===== config.mk =====
export PLATFORM = sky130hd
export DESIGN_NAME = protection_category_reaction
export DESIGN_NICKNAME = d
export VERILOG_FILES = /design/src/hdl/prot_pkg.sv /design/src/hdl/self_test.sv /design/src/hdl/protection_category_reaction.sv
export SDC_FILE = /design/constraint.sdc
export NUM_CORES = 1
export LEC_CHECK = 0
export ABC_CLOCK_PERIOD_IN_PS = 2600
export BUFFER_PORTS_ARGS = -buffer_cell sky130_fd_sc_hd__clkbuf_2
export CORE_MARGIN = 1.5
export CORE_UTILIZATION = 40
export DETAILED_ROUTE_END_ITERATION = 16
export GPL_TIMING_DRIVEN = 0
export PLACE_DENSITY_LB_ADDON = 0.2
export SYNTH_ARGS = -nofsm -noshare
export SYNTH_HDL_FRONTEND = slang
export SYNTH_SLANG_ARGS = --single-unit
export TNS_END_PERCENT = 50

===== constraint.sdc =====
create_clock -name i_clk -period 2.6 [get_ports i_clk]
set_clock_uncertainty 0.2 [all_clocks]
set_input_delay 0.65 -clock i_clk [delete_from_list [all_inputs] [get_ports i_clk]]
set_output_delay 0.65 -clock i_clk [all_outputs]
set_load 0.05 [all_outputs]

===== src/hdl/prot_pkg.sv =====
package prot_pkg;

    // Category A event sources
    localparam int CAT_A_W = 3;
    localparam int A_DESAT = 0;
    localparam int A_OCP = 1;
    localparam int A_ENABLE = 2;

    // Category B event sources: UV on three supplies, OV on two, internal
    localparam int CAT_B_W = 6;
    localparam int B_UV_CC1 = 0;
    localparam int B_UV_CC2 = 1;
    localparam int B_UV_EE2 = 2;
    localparam int B_OV_EE2 = 3;
    localparam int B_OV_CC2 = 4;
    localparam int B_INTERNAL = 5;

    // Category C notifications
    localparam int CAT_C_W = 2;
    localparam int C_GATE = 0;
    localparam int C_OCP_SENSE = 1;

    // Category D self tests
    localparam int TEST_W = 5;
    localparam int T_DESAT = 0;
    localparam int T_OCP = 1;
    localparam int T_SUPPLY = 2;
    localparam int T_CLOCK = 3;
    localparam int T_DIO = 4;

    // Oscillator plausibility window, in reference ticks counted per window
    localparam int OSC_CNT_W = 8;
    localparam logic [OSC_CNT_W-1:0] OSC_WINDOW = 8'h40;
    localparam logic [OSC_CNT_W-1:0] OSC_MIN = 8'h1C;
    localparam logic [OSC_CNT_W-1:0] OSC_MAX = 8'h24;

    // Test duration in clock cycles
    localparam logic [7:0] TEST_CYCLES = 8'h10;

    // SPI check register reset value
    localparam logic [15:0] CHECK_RESET = 16'h0000;

    typedef enum logic [3:0] {
        ST_INIT = 4'b0001,
        ST_ACTIVE = 4'b0010,
        ST_DIS_FAST = 4'b0100,
        ST_DIS_SLOW = 4'b1000
    } op_state_e;

    typedef struct packed {
        logic [CAT_A_W-1:0] cat_a;
        logic [CAT_B_W-1:0] cat_b;
        logic [CAT_C_W-1:0] cat_c;
    } events_s;

    typedef struct packed {
        logic start;
        logic [TEST_W-1:0] sel;
    } test_req_s;

    typedef struct packed {
        logic busy;
        logic done;
        logic [TEST_W-1:0] pass;
        logic [TEST_W-1:0] fail;
    } test_stat_s;

endpackage


===== src/hdl/self_test.sv =====
module self_test
    import prot_pkg::*;
(
    input wire logic i_clk,
    input wire logic i_reset_n,
    input test_req_s i_req,
    input wire logic i_idle,
    input wire logic i_desat_cmp,
    input wire logic i_ocp_cmp,
    input wire logic i_supply_cmp,
    input wire logic i_osc_tick,
    input wire logic i_dio_loop,
    output logic o_inject,
    output test_stat_s o_stat
);

    logic [TEST_W-1:0] sel;
    logic [TEST_W-1:0] next_sel;
    logic [7:0] cnt;
    logic [7:0] next_cnt;
    logic [OSC_CNT_W-1:0] ticks;
    logic [OSC_CNT_W-1:0] next_ticks;
    logic seen;
    logic next_seen;
    test_stat_s next_stat;
    logic next_inject;

    function automatic logic test_ok(input logic [TEST_W-1:0] s, input logic hit,
                                     input logic [OSC_CNT_W-1:0] t);
        if (s[T_CLOCK]) begin
            test_ok = (t >= OSC_MIN) && (t <= OSC_MAX);
        end else begin
            test_ok = hit;
        end
    endfunction

    always_comb begin
        next_sel = sel;
        next_cnt = cnt;
        next_ticks = ticks;
        next_seen = seen;
        next_stat = o_stat;
        next_inject = 1'b0;
        next_stat.done = 1'b0;
        if (!o_stat.busy) begin
            // Refused while running: the intrusive stimulus would upset switching
            if (i_req.start && i_idle && (i_req.sel != '0)) begin
                next_sel = i_req.sel;
                next_cnt = '0;
                next_ticks = '0;
                next_seen = 1'b0;
                next_stat.busy = 1'b1;
                next_stat.pass = '0;
                next_stat.fail = '0;
            end
        end else begin
            next_cnt = cnt + 8'h01;
            next_inject = ~sel[T_CLOCK];
            if (i_osc_tick && ticks != OSC_WINDOW) begin
                next_ticks = ticks + 8'h01;
            end
            if ((sel[T_DESAT] && i_desat_cmp)
                || (sel[T_OCP] && i_ocp_cmp)
                || (sel[T_SUPPLY] && i_supply_cmp)
                || (sel[T_DIO] && i_dio_loop)) begin
                next_seen = 1'b1;
            end
            // The clock check needs a full reference window to reach the tick band
            if (cnt == (sel[T_CLOCK] ? OSC_WINDOW : TEST_CYCLES)) begin
                next_stat.busy = 1'b0;
                next_stat.done = 1'b1;
                next_inject = 1'b0;
                if (test_ok(sel, seen, ticks)) begin
                    next_stat.pass = sel;
                end else begin
                    next_stat.fail = sel;
                end
            end
        end
    end

    always_ff @(posedge i_clk or negedge i_reset_n) begin
        if (!i_reset_n) begin
            sel <= '0;
            cnt <= '0;
            ticks <= '0;
            seen <= 1'b0;
            o_inject <= 1'b0;
            o_stat <= '0;
        end else begin
            sel <= next_sel;
            cnt <= next_cnt;
            ticks <= next_ticks;
            seen <= next_seen;
            o_inject <= next_inject;
            o_stat <= next_stat;
        end
    end

endmodule


===== src/hdl/protection_category_reaction.sv =====
module protection_category_reaction
    import prot_pkg::*;
(
    input wire logic i_clk,
    input wire logic i_reset_n,
    input wire logic i_pwm,
    input wire logic i_enable,
    input wire logic i_desat_over,
    input wire logic i_blank_done,
    input wire logic i_ocp_over,
    input wire logic i_ocp_sense_over,
    input wire logic i_uv_cc1,
    input wire logic i_uv_cc2,
    input wire logic i_uv_ee2,
    input wire logic i_ov_ee2,
    input wire logic i_ov_cc2,
    input wire logic i_internal_fail,
    input wire logic i_gate_fault,
    input wire logic i_fast_reactivate,
    input wire logic i_reinit,
    input wire logic i_clear_errors,
    input test_req_s i_test_req,
    input wire logic i_osc_tick,
    input wire logic i_dio_loop,
    input wire logic i_check_we,
    input wire logic [15:0] i_check_wdata,
    output logic o_gate_on,
    output logic o_tristate,
    output logic o_safe_off,
    output logic o_fault_notify_primary,
    output logic o_fault_notify_b,
    output logic o_notify_c,
    output logic o_switch_state,
    output logic o_desat_error_flag,
    output events_s o_errors,
    output op_state_e o_state,
    output logic o_inject,
    output test_stat_s o_test_stat,
    output logic [15:0] o_spi_check_register
);

    events_s ev;
    events_s next_errors;
    op_state_e next_state;
    logic next_gate_on;
    logic next_tristate;
    logic next_safe_off;
    logic next_notify_a;
    logic next_notify_b;
    logic next_notify_c;
    logic next_desat_flag;
    logic [15:0] next_check;
    logic any_a;
    logic any_b;
    logic idle;

    // Desat and overcurrent share one qualifier: command on, stage on, blanking over
    function automatic logic trip_armed(input logic cmd, input logic on, input logic blanked,
                                        input logic cmp);
        trip_armed = cmd && on && blanked && cmp;
    endfunction

    // Outside a self test, a restart is refused while any supply or internal fault is still present
    function automatic logic can_restart(input logic req, input logic en, input logic b_live);
        can_restart = req && en && !b_live;
    endfunction

    // Desat and overcurrent comparators only count while the stage is on and blanking is over; the sense comparator only needs the stage on
    always_comb begin
        ev = '0;
        ev.cat_a[A_DESAT] = trip_armed(i_pwm, o_gate_on, i_blank_done, i_desat_over);
        ev.cat_a[A_OCP] = trip_armed(i_pwm, o_gate_on, i_blank_done, i_ocp_over);
        ev.cat_a[A_ENABLE] = (o_state == ST_ACTIVE) && !i_enable;
        ev.cat_b[B_UV_CC1] = i_uv_cc1;
        ev.cat_b[B_UV_CC2] = i_uv_cc2;
        ev.cat_b[B_UV_EE2] = i_uv_ee2;
        ev.cat_b[B_OV_EE2] = i_ov_ee2;
        ev.cat_b[B_OV_CC2] = i_ov_cc2;
        ev.cat_b[B_INTERNAL] = i_internal_fail;
        ev.cat_c[C_GATE] = i_gate_fault && o_gate_on != i_pwm;
        ev.cat_c[C_OCP_SENSE] = i_ocp_sense_over && o_gate_on;
    end

    // Self tests stimulate the comparators, so they are masked out of the event path
    assign any_a = (|ev.cat_a) && !o_test_stat.busy;
    assign any_b = (|ev.cat_b) && !o_test_stat.busy;
    assign idle = (o_state != ST_ACTIVE) && !i_pwm;

    always_comb begin
        next_state = o_state;
        case (o_state)
            ST_INIT: begin
                if (can_restart(i_fast_reactivate, i_enable, any_b)) begin
                    next_state = ST_ACTIVE;
                end
            end
            ST_ACTIVE: begin
                if (any_b) begin
                    next_state = ST_DIS_SLOW;
                end else if (any_a) begin
                    next_state = ST_DIS_FAST;
                end
            end
            ST_DIS_FAST: begin
                if (any_b) begin
                    next_state = ST_DIS_SLOW;
                end else if (can_restart(i_fast_reactivate, i_enable, any_b)) begin
                    next_state = ST_ACTIVE;
                end
            end
            ST_DIS_SLOW: begin
                // Fast reactivation is not enough here
                if (can_restart(i_reinit, 1'b1, any_b)) begin
                    next_state = ST_INIT;
                end
            end
            default: begin
                next_state = ST_INIT;
            end
        endcase
    end

    always_comb begin
        next_errors = o_errors;
        next_desat_flag = o_desat_error_flag;
        if (i_clear_errors) begin
            next_errors = '0;
            next_desat_flag = 1'b0;
        end
        // Set beats clear in the same cycle
        next_errors = next_errors | (o_test_stat.busy ? '0 : ev);
        if (ev.cat_a[A_DESAT] && !o_test_stat.busy) begin
            next_desat_flag = 1'b1;
        end
        // Category C never reaches the state or the gate output
        next_notify_c = |next_errors.cat_c;
        next_gate_on = (next_state == ST_ACTIVE) && i_pwm && !any_a && !any_b;
        next_tristate = (next_state != ST_ACTIVE);
        next_safe_off = o_gate_on && (any_a || any_b);
        next_notify_a = (next_state == ST_DIS_FAST) || (|next_errors.cat_a);
        next_notify_b = (next_state == ST_DIS_SLOW);
    end

    // Plain store and echo; the host compares what it reads back with what it wrote
    always_comb begin
        next_check = o_spi_check_register;
        if (i_check_we) begin
            next_check = i_check_wdata;
        end
    end

    always_ff @(posedge i_clk or negedge i_reset_n) begin
        if (!i_reset_n) begin
            o_state <= ST_INIT;
        end else begin
            o_state <= next_state;
        end
    end

    // Sticky, so the host can still read the cause once the stage is back
    always_ff @(posedge i_clk or negedge i_reset_n) begin
        if (!i_reset_n) begin
            o_errors <= '0;
            o_desat_error_flag <= 1'b0;
        end else begin
            o_errors <= next_errors;
            o_desat_error_flag <= next_desat_flag;
        end
    end

    // Pin outputs straight from flops so comparator glitches never reach the stage
    always_ff @(posedge i_clk or negedge i_reset_n) begin
        if (!i_reset_n) begin
            o_gate_on <= 1'b0;
            o_tristate <= 1'b1;
            o_safe_off <= 1'b0;
            o_fault_notify_primary <= 1'b0;
            o_fault_notify_b <= 1'b0;
            o_notify_c <= 1'b0;
            o_switch_state <= 1'b0;
        end else begin
            o_gate_on <= next_gate_on;
            o_tristate <= next_tristate;
            o_safe_off <= next_safe_off;
            o_fault_notify_primary <= next_notify_a;
            o_fault_notify_b <= next_notify_b;
            o_notify_c <= next_notify_c;
            o_switch_state <= o_gate_on;
        end
    end

    always_ff @(posedge i_clk or negedge i_reset_n) begin
        if (!i_reset_n) begin
            o_spi_check_register <= CHECK_RESET;
        end else begin
            o_spi_check_register <= next_check;
        end
    end

    self_test u_self_test (
        .i_clk(i_clk),
        .i_reset_n(i_reset_n),
        .i_req(i_test_req),
        .i_idle(idle),
        .i_desat_cmp(i_desat_over),
        .i_ocp_cmp(i_ocp_over),
        .i_supply_cmp(|ev.cat_b[B_OV_CC2:B_UV_CC1]),
        .i_osc_tick(i_osc_tick),
        .i_dio_loop(i_dio_loop),
        .o_inject(o_inject),
        .o_stat(o_test_stat)
    );

endmodule


-- Yosys cells after proc, flatten, opt, wreduce, memory -nomap -nowiden
Index checks and enable logic that the tools add are counted.
- latch bits: 0
- memory bits (writable): 0
- output and inout bits: 52
- flip-flop bits (word level): 74
- bits in read-only memories: 0
- memories: 0
- multiplexer cells: 31
- reductions and logical operators: 49
- multiply operators: 0
- divide/modulo/power cells: 0
- add/subtract/negate cells: 2
- shift-type cells: 0
- eq/ne operators: 17
- $lt $le $gt $ge: 2
- bitwise logic cells: 3
- operators by type and width (kind ; number):
    2-to-1 mux 8 bit ; 4
    logical AND 1 bit ; 26
    2-to-1 mux 11 bit ; 2
    2-to-1 mux 10 bit ; 2
    2-to-1 mux 4 bit ; 5
    adder 8 x 1 -> 8 bit, second input constant ; 2
    case mux 4 bit (4 select lines) ; 1
    2-to-1 mux 1 bit ; 13
    2-to-1 mux 12 bit ; 1
    OR 11 bit ; 1
    2-to-1 mux 5 bit ; 2
    inequality test 2 bit, second input constant ; 5
    == test 4 x 2 -> 1 bit, second input constant ; 2
    == test 4 x 3 -> 1 bit, second input constant ; 2
    == test 4 bit, second input constant ; 2
    == test 8 bit ; 1
    greater-or-equal comparator 8 x 5 -> 1 bit, second input constant ; 1
    <= comparator 8 x 6 -> 1 bit, second input constant ; 1
    inequality test 4 x 2 -> 1 bit, second input constant ; 2
    inequality test 8 x 7 -> 1 bit, second input constant ; 1
    2-to-1 mux 7 bit ; 1
    AND reduction 2 bit ; 3
    AND reduction 3 bit ; 2
    OR reduction 3 bit ; 2
    10 further kinds ; 20

-- Logic depth before layout (Yosys ltp)
- depth after elaboration: 12
- mapped depth: 7

-- By module
A second synthesis with hierarchy kept.
- cell total of the unflattened synthesis: 283
- area total of the unflattened synthesis: 3303.2 um2
- modules (own cells, without submodules) (module ; area an instance (um2) ; times used ; seq. area each (um2) ; cells each):
    self_test ; 1727.9 ; 1 ; 875.8 ; 162
    protection_category_reaction ; 1575.3 ; 1 ; 978.4 ; 121

-- Least setup slack after synthesis
No wires, ideal clock.
- path type: input-to-reg
- start point: in i_ov_ee2
- end point: reg o_gate_on
- library setup time: 0.087 ns
- data required time: 2.313 ns
- setup slack: 0.344 ns
- path buffers: 0
- stages: 4
- arrival: 1.969 ns
- cells stage by stage: or3_4 o41a_4 or3_4 a211oi_2
- word-level cells in the longest chain between the ends: 11
- RTL lines (element ; RTL line ; source):
    from (decl) ; protection_category_reaction.sv:15 ; input wire logic i_ov_ee2,
    OR reduction 6 bit (*) ; protection_category_reaction.sv:86 ; assign any_b = (|ev.cat_b) && !o_test_stat.busy;
    logical AND 1 bit (*) ; protection_category_reaction.sv:86 ;
    logical NOT 1 bit ; protection_category_reaction.sv:65, protection_category_reaction.sv:137 ;
    logical AND 1 bit ; protection_category_reaction.sv:65 ; can_restart = req && en && !b_live;
    2-to-1 mux 4 bit ; protection_category_reaction.sv:93, protection_category_reaction.sv:107 ;
    2-to-1 mux 4 bit ; protection_category_reaction.sv:105 ; if (any_b) begin
    case mux 4 bit (4 select lines) ; protection_category_reaction.sv:91 ; case (o_state)
    == test 4 x 2 -> 1 bit ; protection_category_reaction.sv:137 ; next_gate_on = (next_state == ST_ACTIVE) && i_pwm && !any_a && !any_b;
    logical AND 1 bit (2 in series) ; protection_category_reaction.sv:137 ;
    logical AND 1 bit (*) ; protection_category_reaction.sv:137 ;
    net next_gate_on ; protection_category_reaction.sv:45 ; logic next_gate_on;
    to (signal assigned) ; protection_category_reaction.sv:182 ; o_gate_on <= next_gate_on;
    to (decl) ; protection_category_reaction.sv:27 ; output logic o_gate_on,
Mark *: on every way through the listed nets, which the timed path passes. The rest lies on a longest branch.
A chain may end at the register's enable or synchronous reset.

-- Worst setup path after layout
- start point: reg o_gate_on
- end point: reg o_fault_notify_primary
- word-level cells in the longest chain between the ends: 10
- RTL lines (element ; RTL line ; source):
    logical AND 1 bit (*) (2 in series) ; protection_category_reaction.sv:60 ; trip_armed = cmd && on && blanked && cmp;
    logical AND 1 bit ; protection_category_reaction.sv:60 ;
    OR reduction 3 bit (*) ; protection_category_reaction.sv:85 ; assign any_a = (|ev.cat_a) && !o_test_stat.busy;
    logical AND 1 bit (*) ; protection_category_reaction.sv:85 ;
    2-to-1 mux 4 bit (*) ; protection_category_reaction.sv:100 ; end else if (any_a) begin
    2-to-1 mux 4 bit (*) ; protection_category_reaction.sv:98 ; if (any_b) begin
    case mux 4 bit (4 select lines) (*) ; protection_category_reaction.sv:91 ;
    net next_state[2] ; protection_category_reaction.sv:44 ; op_state_e next_state;
    == test 4 x 3 -> 1 bit (*) ; protection_category_reaction.sv:140 ; next_notify_a = (next_state == ST_DIS_FAST) || (|next_errors.cat_a);
    logical OR 1 bit (*) ; protection_category_reaction.sv:140 ;
    net next_notify_a ; protection_category_reaction.sv:48 ; logic next_notify_a;
    to (signal assigned) ; protection_category_reaction.sv:185 ; o_fault_notify_primary <= next_notify_a;
    to (decl) ; protection_category_reaction.sv:30 ; output logic o_fault_notify_primary,
Marked as above.

==> summary.txt <==
Finish
  – Layout cell share with drive strength beyond 1: 0.381
  – Ant diodes: 0
  – Area occupied by multi-input gates: between 1000 and 1500 sq um
  – Reg area: ~1900 sq um
  – Fillcell total: 772
  – Area Growth Syn to Fin: 25.4%
  – Post-layout net count: 431

Worst setup path
  – Crit-path cells: ha_1 > o211ai_1 > a2111o_1 > a2111oi_2 > or4_1
  – Crit Path Class: flip-flop to flip-flop
  – Startpoint Class: flip-flop
  – Worst-path maximum fanout: 5
  – Reg2reg setup slack: around 440 ps
  – Slowest CP cell: a2111o_1
  – Required @ worst endpoint: roughly 2700 ps
  – Max stage delay on crit path: 460 ps
  – CP Capture Type: flip-flop
  – Worst EP arrival: between 2000 and 2500 ps

Detailed routing
  – Post-Route WL: approximately 7300 um
  – Wire length per cell: 14.7 um
  – Antenna Nets Post-Route: 0
  – Pre-Repair DR Iteration Count: 6
  – Residual DRC count: 0
  – Vias per cell: 5.18
  – Via count: about 2,600
  – Iteration-0 DRC Markers: 88

Worst hold path
  – Hold crit path type: input pin to asynchronous set/reset pin

Floorplan
  – Row cnt: 33
  – Die ar.: between 8000 and 9000 sq um
  – I/O pin cnt: 95
  – Initial Util: 0.409
  – Horiz. Die Dim: 94.4 um
  – Core Area: roughly 8200 sq um
  – Die Ht: 94.4 um

Timing
  – Final WS setup: 437 ps
  – RSZ-0062 raised after global routing: no
  – Minimum clock period: 2160 ps
  – Fin crit share: 0.832
  – Max Freq: 462 MHz
  – Final Hold Fails: 0
  – # setup viols final: 0
  – Max_slew headroom: 0.570
  – Final setup TNS: 0 ps
  – Least-Margin Pin Slew: 636 ps
  – Hold slack: approximately 23 ps
  – Fin. max-slew vios: 0

Flow run
  – Max_cap viols: 0

GRT
  – Initial antenna violation count: 0
  – Number of global-route vias before repair: approximately 2,400
  – Largest net degree at the start of global routing: between 50 and 60
  – Global-route wire length before repair: about 12,000 um
  – GRT Total Usage: 0.177
  – Grt ovf: 0

Clock network
  – CTS Buf Count: 9
  – Deepest clock path buffer count: 2
  – H-tree Lvls: 3
  – Reg clk slew, reported paths: 80 ps
  – Sink Count: 74
  – Skew-Pair Late Insertion Delay: 340 ps
  – TritonCTS clock tree: done
  – Clock root buffer: clkbuf_8
  – # Post-CTS Setup Buffers: 0
  – Post-cts sizing count: 0
  – Hold buffer count at CTS: 0

Synthesis
  – Ys async rst share: 1.00
  – Synthesized cell area: 3340 sq um
  – Ys Warns: 0
  – Top_reg_cell synth: dfrtp_1
  – Syn Nets: 326
  – Post-synthesis sequential area ratio: 0.555
  – Synth Register Bits: 74
  – Syn avg cell area: 12.0 sq um
  – Post-Syn Instances: about 280
  – Synth cell types: 57
  – Number of synthesized flops with an enable pin: 0

Pwr
  – Peak VDD IR: 0.000256 V
  – Pwr Density: 684 nW/um^2
  – Pleak: 2.02 nW

Run status
  – Status: finished, final reports clean

Place
  – Dpl ws: 91.8 ps
  – Dpl hpwl: 5410 um
  – # port buffers: 93
  – Gpl congestion: roughly 0.79
==> critical path, delay by kind of cell (launching register included) <==
kind            cells  cell delay (ps)
compound gates      3             1070
flops               1              440
fa+ha+maj           1              220
simple gates        1              190
==> Yosys cell counts, types with 5 or more instances <==
master	n	area, sq um
nand3_1	11	55.1
ha_1	5	62.6
mux2i_1	14	140
nand2_1	29	109
mux2_2	19	214
o21ai_0	11	55.1
a22o_1	10	87.6
dfrtp_1	72	1800
and2_1	5	31.3
nor2_1	6	22.5
inv_1	19	71.3
==> cells by family (layout without fill, tap and decap cells) <==
| group | count (synthesis) | count (layout) | share of synthesized area |
|---|---|---|---|
| and+or+nand+nor | 73 | 73 | 0.117 |
| DFF | 74 | 74 | 0.555 |
| muxes | 35 | 35 | 0.113 |
| adders and majority gates | 5 | 5 | 0.0187 |
| xor gates and xnor gates | 4 | 4 | 0.0105 |
| AOI/OAI and AO/OA | 57 | 57 | 0.147 |
| buffers and inverters | 30 | 140 | 0.0397 |
==> flip-flops by register name, indices dropped and copies added (netlist names) <==
signal                  count
o_spi_check_register       16
u_self_test.o_stat         12
o_errors                   11
u_self_test.cnt             8
u_self_test.ticks           8
u_self_test.sel             5
o_state                     4
o_desat_error_flag          1
o_fault_notify_b            1
o_fault_notify_primary      1
o_gate_on                   1
o_notify_c                  1
o_safe_off                  1
o_switch_state              1
o_tristate                  1
u_self_test.o_inject        1
u_self_test.seen            1
==> path summary, 6_finish.rpt <==
| check | start | cells past startpoint | endpoint |
|---|---|---|---|
| worst max-delay path | o_gate_on$_DFF_PN0_ | 5 | o_fault_notify_primary$_DFF_PN0_ |
| worst min-delay path | i_reset_n | 1 | u_self_test.ticks[3]$_DFFE_PN0P_ |
| worst max register to register | o_gate_on$_DFF_PN0_ | 5 | o_fault_notify_primary$_DFF_PN0_ |
| worst min register to register | o_gate_on$_DFF_PN0_ | 0 | o_switch_state$_DFF_PN0_ |
| max in group asynchronous | i_reset_n | 2 | o_state[0]$_DFF_PN1_ |
| min in group i_clk | o_gate_on$_DFF_PN0_ | 0 | o_switch_state$_DFF_PN0_ |
==> per-layer routing <==
metal  part of all wire  global-route usage
met3              0.061              0.0451
met2               0.47               0.268
met1               0.46               0.248
met5                  0                   0
met4              0.011              0.0597
==> report_power, final <==
part	leakage, nW	switching (mW)	internal [mW]
logic	0.957	0.345	0.170
clock network	0.107	0.428	0.571
registers	0.956	0.108	1.25
==> stage by stage <==
| stage | util | area (sq um) | instances | power, mW |
|---|---|---|---|---|
| after CTS | 0.513 | 4190 | 493 | 2.90 |
| after global routing | 0.513 | 4190 | 493 | 3.02 |
| after detailed placement | 0.486 | 3970 | 477 | 1.89 |
| final | 0.513 | 4190 | 493 | 2.87 |
| after floorplan | - | 3340 | 278 | 1.72 |
| after global placement | 0.482 | 3940 | 476 | 1.88 |
==> area by class of cell <==
class | count | area share
timing repair buffer | 94 | 0.118
multi-input combinational | 174 | 0.324
clock buffer | 12 | 0.0346
tap | 105 | 0.0313
buffer | 10 | 0.0137
sequential | 74 | 0.442
inverter | 20 | 0.0179
clock inverter | 4 | 0.0182
==> cell usage in the layout, fill, tap and decap left out, drive strengths merged, types with 3 or more instances in the layout <==
| cell | n |
|---|---|
| a21oi | 4 |
| a22o | 11 |
| a31oi | 3 |
| and2 | 5 |
| buf | 8 |
| clkbuf | 108 |
| dfrtp | 72 |
| ha | 5 |
| inv | 20 |
| mux2 | 21 |
| mux2i | 14 |
| nand2 | 29 |
| nand3 | 11 |
| nor2 | 6 |
| nor4 | 3 |
| o2111ai | 3 |
| o211ai | 3 |
| o21ai | 13 |
| o31ai | 4 |
| or3 | 4 |
| xnor2 | 3 |
Note: power is estimated with default switching activity, not from simulation.
